--- config.mk ---
export PLATFORM = sky130hd
export DESIGN_NAME = sub_swap_xor_alu_ops
export DESIGN_NICKNAME = d
export VERILOG_FILES = /design/src/design/alu_ops_pkg.sv /design/src/design/sub_swap_xor_alu_ops.sv
export SDC_FILE = /design/constraint.sdc
export NUM_CORES = 1
export LEC_CHECK = 0
export BUFFER_PORTS_ARGS = -buffer_cell sky130_fd_sc_hd__buf_2
export CORE_UTILIZATION = 30
export CTS_CLUSTER_SIZE = 16
export DETAILED_ROUTE_END_ITERATION = 12
export PLACE_DENSITY = 0.49
export SETUP_SLACK_MARGIN = 0.15
export SLEW_MARGIN = 20
export SYNTH_ARGS = -nofsm -noshare
export SYNTH_HDL_FRONTEND = slang
export SYNTH_SLANG_ARGS = --single-unit
--- constraint.sdc ---
create_clock -name clk_in -period 2.5 [get_ports clk_in]
set_clock_uncertainty 0.1 [all_clocks]
set_input_delay 0.5 -clock clk_in [delete_from_list [all_inputs] [get_ports clk_in]]
set_output_delay 0.5 -clock clk_in [all_outputs]
set_load 0.01 [all_outputs]
--- src/design/alu_ops_pkg.sv ---
package alu_ops_pkg;

	// Operation codes presented by the decoder
	typedef enum logic [2:0] {
		op_idle_type = 3'h0,
		op_sub_work_from_file = 3'h1,
		op_sub_work_from_immediate = 3'h2,
		op_nibble_swap_file = 3'h3,
		op_xor_work_with_file = 3'h4,
		op_xor_work_with_immediate = 3'h5
	} alu_op_type;

	localparam int DATA_WIDTH = 8;
	localparam int FILE_INDEX_WIDTH = 6;
	localparam int FILE_INDEX_MAX = 63;
	localparam logic DEST_WORK = 1'h0;
	localparam logic DEST_FILE = 1'h1;
	localparam logic [7:0] WORK_RESET = 8'h00;
	localparam logic FLAG_RESET = 1'h0;
	localparam int NIBBLE_WIDTH = 4;
	localparam logic [5:0] FILE_INDEX_RESET = 6'h00;
	localparam logic [7:0] FILE_DATA_RESET = 8'h00;
	localparam logic FILE_WRITE_RESET = 1'h0;
	localparam int OP_CYCLES = 1;

endpackage : alu_ops_pkg

--- src/design/sub_swap_xor_alu_ops.sv ---
`timescale 1ns/1ns
`default_nettype none

module sub_swap_xor_alu_ops
	import alu_ops_pkg::*;
(
	input wire logic clk_in,
	input wire logic rst_n_in,
	input wire logic op_valid_in,
	input wire logic [2:0] op_code_in,
	input wire logic dest_bit_in,
	input wire logic [FILE_INDEX_WIDTH-1:0] file_index_in,
	input wire logic [DATA_WIDTH-1:0] file_data_in,
	input wire logic [DATA_WIDTH-1:0] immediate_in,
	output logic [DATA_WIDTH-1:0] working_register_out,
	output logic carry_flag_out,
	output logic digit_carry_flag_out,
	output logic zero_flag_out,
	output logic file_write_out,
	output logic [FILE_INDEX_WIDTH-1:0] file_write_index_out,
	output logic [DATA_WIDTH-1:0] file_write_data_out
);

	// Working register, flags and file write port
	logic [DATA_WIDTH-1:0] work_q;
	logic [DATA_WIDTH-1:0] work_d;
	logic carry_q;
	logic carry_d;
	logic digit_q;
	logic digit_d;
	logic zero_q;
	logic zero_d;
	logic fwr_q;
	logic fwr_d;
	logic [FILE_INDEX_WIDTH-1:0] fidx_q;
	logic [FILE_INDEX_WIDTH-1:0] fidx_d;
	logic [DATA_WIDTH-1:0] fdata_q;
	logic [DATA_WIDTH-1:0] fdata_d;

	// Decoded operation
	alu_op_type op;
	logic take_sub; // Either subtract form
	logic take_swap; // Nibble swap
	logic take_xor; // Either exclusive-OR form
	logic use_imm; // Immediate is the second operand
	logic has_dest; // Destination bit honoured
	logic taken; // One of the five operations
	logic to_file; // Result bound for the file register

	// Datapath values
	logic [DATA_WIDTH-1:0] operand;
	logic [DATA_WIDTH:0] diff;
	logic [NIBBLE_WIDTH:0] low_diff;
	logic [DATA_WIDTH-1:0] swapped;
	logic [DATA_WIDTH-1:0] result;
	logic result_zero;

	// Op decode; idle cycles and unused codes take nothing
	always_comb begin
		op = alu_op_type'(op_code_in);
		take_sub = 1'h0;
		take_swap = 1'h0;
		take_xor = 1'h0;
		use_imm = 1'h0;
		has_dest = 1'h0;
		if (op_valid_in) begin
			case (op)
				op_sub_work_from_file: begin
					take_sub = 1'h1;
					has_dest = 1'h1;
				end
				op_sub_work_from_immediate: begin
					take_sub = 1'h1;
					use_imm = 1'h1;
				end
				op_nibble_swap_file: begin
					take_swap = 1'h1;
					has_dest = 1'h1;
				end
				op_xor_work_with_file: begin
					take_xor = 1'h1;
					has_dest = 1'h1;
				end
				op_xor_work_with_immediate: begin
					take_xor = 1'h1;
					use_imm = 1'h1;
				end
				default: begin
					take_sub = 1'h0; // No operation
				end
			endcase
		end
		taken = take_sub || take_swap || take_xor;
		to_file = has_dest && (dest_bit_in == DEST_FILE);
	end

	// Second operand: immediate forms or the addressed file value
	always_comb begin
		operand = use_imm ? immediate_in : file_data_in;
	end

	// Full-width subtract by adding the two's complement of the working value
	always_comb begin
		diff = {1'h0, operand} + {1'h0, ~work_q} + 9'h001;
	end

	// Low-nibble subtract for the digit carry
	always_comb begin
		low_diff = {1'h0, operand[NIBBLE_WIDTH-1:0]} + {1'h0, ~work_q[NIBBLE_WIDTH-1:0]} + 5'h01;
	end

	// Exchange the two halves of the file value
	always_comb begin
		swapped = {file_data_in[NIBBLE_WIDTH-1:0], file_data_in[DATA_WIDTH-1:NIBBLE_WIDTH]};
	end

	// Result of the operation taken this cycle
	always_comb begin
		result = work_q;
		if (take_sub) begin
			result = diff[DATA_WIDTH-1:0];
		end else if (take_swap) begin
			result = swapped;
		end else if (take_xor) begin
			result = work_q ^ operand;
		end
		result_zero = (result == 8'h00);
	end

	// Working register next value; immediate forms always write it, file forms only when the destination bit picks it
	always_comb begin
		work_d = work_q;
		if (taken && !to_file) begin
			work_d = result;
		end
	end

	// Working register storage
	always_ff @(posedge clk_in or negedge rst_n_in) begin
		if (!rst_n_in) begin
			work_q <= WORK_RESET;
		end else begin
			work_q <= work_d;
		end
	end

	// Flag next values: subtract sets all three, exclusive-OR only zero, swap none
	always_comb begin
		carry_d = carry_q;
		digit_d = digit_q;
		zero_d = zero_q;
		if (take_sub) begin
			carry_d = diff[DATA_WIDTH];
			digit_d = low_diff[NIBBLE_WIDTH];
			zero_d = result_zero;
		end else if (take_swap) begin
			carry_d = carry_q;
			digit_d = digit_q;
			zero_d = zero_q;
		end else if (take_xor) begin
			zero_d = result_zero;
		end
	end

	// Flag storage
	always_ff @(posedge clk_in or negedge rst_n_in) begin
		if (!rst_n_in) begin
			carry_q <= FLAG_RESET;
			digit_q <= FLAG_RESET;
			zero_q <= FLAG_RESET;
		end else begin
			carry_q <= carry_d;
			digit_q <= digit_d;
			zero_q <= zero_d;
		end
	end

	// File write next values; pulse lasts one cycle, index and data hold
	always_comb begin
		fwr_d = 1'h0;
		fidx_d = fidx_q;
		fdata_d = fdata_q;
		if (to_file) begin
			fwr_d = 1'h1;
			fidx_d = file_index_in;
			fdata_d = result;
		end
	end

	// File write storage
	always_ff @(posedge clk_in or negedge rst_n_in) begin
		if (!rst_n_in) begin
			fwr_q <= FILE_WRITE_RESET;
			fidx_q <= FILE_INDEX_RESET;
			fdata_q <= FILE_DATA_RESET;
		end else begin
			fwr_q <= fwr_d;
			fidx_q <= fidx_d;
			fdata_q <= fdata_d;
		end
	end

	// Working register and flags straight from their registers
	assign working_register_out = work_q;
	assign carry_flag_out = carry_q;
	assign digit_carry_flag_out = digit_q;
	assign zero_flag_out = zero_q;

	// File write port straight from its registers
	assign file_write_out = fwr_q;
	assign file_write_index_out = fidx_q;
	assign file_write_data_out = fdata_q;

endmodule : sub_swap_xor_alu_ops

`default_nettype wire

==> flow_metrics.tcl <==
set metrics [dict create \
    cts-buffers-inserted 3 \
    fmax_mhz 342.7 \
    crit_path_max_fanout 8 \
    cts_tree "yes" \
    final_max_slew_viol_count 0 \
    grt_first_pass_wirelength_um 9453 \
    finalSetupViolCount 15 \
    synth_compound_area_share_pct 23.50 \
    final_common_cell "buf_2" \
    grt_usage_pct 19.11 \
    finalCriticalPeriod_ns 2.918 \
    fin_crit_sh_pct 116.7 \
    fin_tns_setup_ns -3.836 \
    wl_per_cell_um 14.97 \
    final_core_util_pct 48.66 \
    worstSetupPathType "in2reg" \
    drtIter0Drc 108 \
    antenna_found_initial 0 \
    synth_top_family_by_area "compound AO/OA/AOI/OAI gates" \
    status "finished, violations left" \
    synthesis.instances 227 \
    slew_headroom_pct 62.27 \
    cp-startpoint "op_code_in[0]" \
    grt.busiest_layer "met2" \
    cp_slowest_cell "fa_2" \
    die_w_um 81.04 \
    syn_avg_cell_area_um2 8.257 \
    antenna_cells 0 \
    path_buf_inv 2 \
    clk_pin_slew_ns 0.09 \
    synthMuxAreaShare_pct 6.342 \
    clk_latency_ns 0.27 \
    antenna_left 0 \
    grtUsageMet3_pct 1.798 \
    ys_seq_area_share_pct 34.71 \
    htreeDepth 1 \
    synth-adder-area-share_pct 7.076 \
    synth_top_cell_by_area "dfrtp_1" \
    grt_setup_unrepaired "yes" \
    worstHoldPathType "in2async" \
    cts_sinks 26 \
    p_leak_nw 1.440 \
    crit_arrival_ns 3.00 \
    die_y_um 81.04 \
    max_cap_violations 0 \
    hpwl_um 4606 \
    synth-xor-area-share_pct 2.336 \
    initial_core_util_pct 31.29 \
    ys_seq_elements 26 \
    ir_drop_mv 0.5096 \
    io_buffers 54 \
    max_stage_delay_ns 0.37 \
    synth-simple-area-share_pct 20.49 \
    gr-usage-met2_pct 30.59 \
    worst_slack_ns -0.4181 \
    crit_family "compound AO/OA/AOI/OAI gates" \
    vias 1994 \
    tightest_slew_ns 0.5659 \
    finalWirelength_um 6002 \
    grt_pass1_vias 1927 \
    grtUsageMet1_pct 25.85 \
    grt_max_degree 27 \
    place_ws_ns -0.7482 \
    crit_path_end_kind "flip-flop" \
    area_delta_synth_final_pct 55.54 \
    dr.pass1.iters 4 \
    grt-ovfl-total 0 \
    yosysTopAreaCellShare_pct 34.71 \
    r2r-start "working_register_out[1]" \
    place.gp.congestion 0.9295 \
    io_pins 55 \
    syn_area_um2 1874 \
    core_um2 5991 \
    start_kind "input port" \
    path_cells "buf_8 > nor2b_4 > a22o_1 > nand2_4 > mux2i_2 > ha_2 > inv_2 > fa_2 > a21oi_2 > o2111ai_2 > xor2_1 > o221ai_2 > nand3_1 > o31ai_2" \
    drc_errors 0 \
    avgViaCountPerCell 4.973 \
    violations "setup timing" \
    power.density_nw_per_um2 813.5 \
    root_buffer "clkbuf_8" \
    async_flop_share_pct 100.0 \
    die_area_um2 6567 \
    synth.distinct_cells 46 \
    layout_common_cells "buf_2 (52), buf_4 (45), nand2_1 (42)" \
    synth.net_count 266 \
    drive_gt1_share_pct 49.08 \
    yosysWarnings 0 \
    finalHoldViolCount 0 \
    nets 366 \
    ys_top_cells_by_area "dfrtp_1 (35%), nand2_1 (8.8%), o21ai_0 (8.0%)" \
    r2r_cells 8 \
    r2r_setup_slack_ns 0.26 \
    synth_top_flop_cell "dfrtp_1" \
    cts_buffer_depth 2 \
    reg2reg_to "zero_flag_out" \
    synth-edff-count 0 \
    crit_required_ns 2.58 \
    worst_hold_slack_ns 0.1099 \
    rows 28 \
]
==> final cells by class <==
type / instances / area, um2
tap: 75 / 93.84
clock buffer: 4 / 55.05
timing repair buffer: 106 / 703.2
sequential: 26 / 650.6
fill: 599 / 3075
inverter: 14 / 52.55
multi-input combinational: 176 / 1360
==> per-layer routing <==
layer,vias to the layer above,wire [um]
li1,1003,-
met1,921,2888
met2,56,2710
met3,14,229
met4,0,173
met5,-,0
==> cell families after synthesis <==
logic type | count (synthesis)
flip-flops | 26
multiplexers | 11
XOR/XNOR | 5
adder cells (fa/ha/maj) | 10
AO/OA/AOI/OAI | 69
buffers and inverters | 25
AND/OR/NAND/NOR | 81
==> synth_stat cells (all sizes together) (2+ instances only) <==
library cell  number
nand2             44
o21ai             31
dfrtp             26
inv               14
nor2              12
a21oi              9
ha                 9
buf                8
mux2               7
nand3              6
o22ai              6
mux2i              4
nor2b              4
clkbuf             3
nand2b             3
o21a               3
o221ai             3
or2                3
xnor2              3
a211oi             2
a221oi             2
a22o               2
nand3b             2
nor3b              2
o211ai             2
xor2               2
==> worst max-delay path by stage <==
stage / to / slack, ns / depth (start not counted)
2_1_floorplan: zero_flag_out / -0.56 / 11
3_3_place_gp: zero_flag_out / -0.63 / 14
3_5_place_dp: zero_flag_out / -0.75 / 14
4_1_cts: zero_flag_out / -0.43 / 11
5_1_grt: working_register_out[6] / -0.52 / 15
6_report: zero_flag_out / -0.42 / 14
==> per-stage QoR <==
step	power (mW)	cell area, um2	std cells
after floorplan	1.313	1971	227
after global placement	1.820	2550	383
after detailed placement	1.814	2550	383
after CTS	2.258	2766	394
after global routing	2.552	2915	401
final	2.371	2915	401
==> registers in the layout (all words and copies together) (netlist names) <==
register	flops
carry_flag_out	1
file_write_data_out	8
digit_carry_flag_out	1
zero_flag_out	1
working_register_out	8
file_write_index_out	6
file_write_out	1
==> power breakdown <==
group	switching, mW	total, mW	internal (mW)	leakage (nW)
Sequential	0.0922	0.632	0.540	0.332
Combinational	0.715	1.47	0.757	1.08
Clock	0.127	0.267	0.141	0.0288
==> worst register-to-register path, stage by stage (launching register included) <==
cell	delay, ns
dfrtp_1	0.42
inv_1	0.17
ha_4	0.23
nor2b_4	0.13
o31a_4	0.28
o221a_1	0.24
a221oi_2	0.24
nand4_1	0.16
o31ai_2	0.19
==> repair_timing <==
| item | in CTS | in global routing |
|---|---|---|
| resized for setup | 33 | 27 |
| hold buffers | 0 | 0 |
| cloned | 0 | 0 |
| setup endpoints to repair | 17 | 19 |
| setup buffers | 7 | 7 |
| pin swaps | 16 | 24 |
| endpoints found under the hold margin | 0 | 0 |
Power figures use the tool's default switching activity.
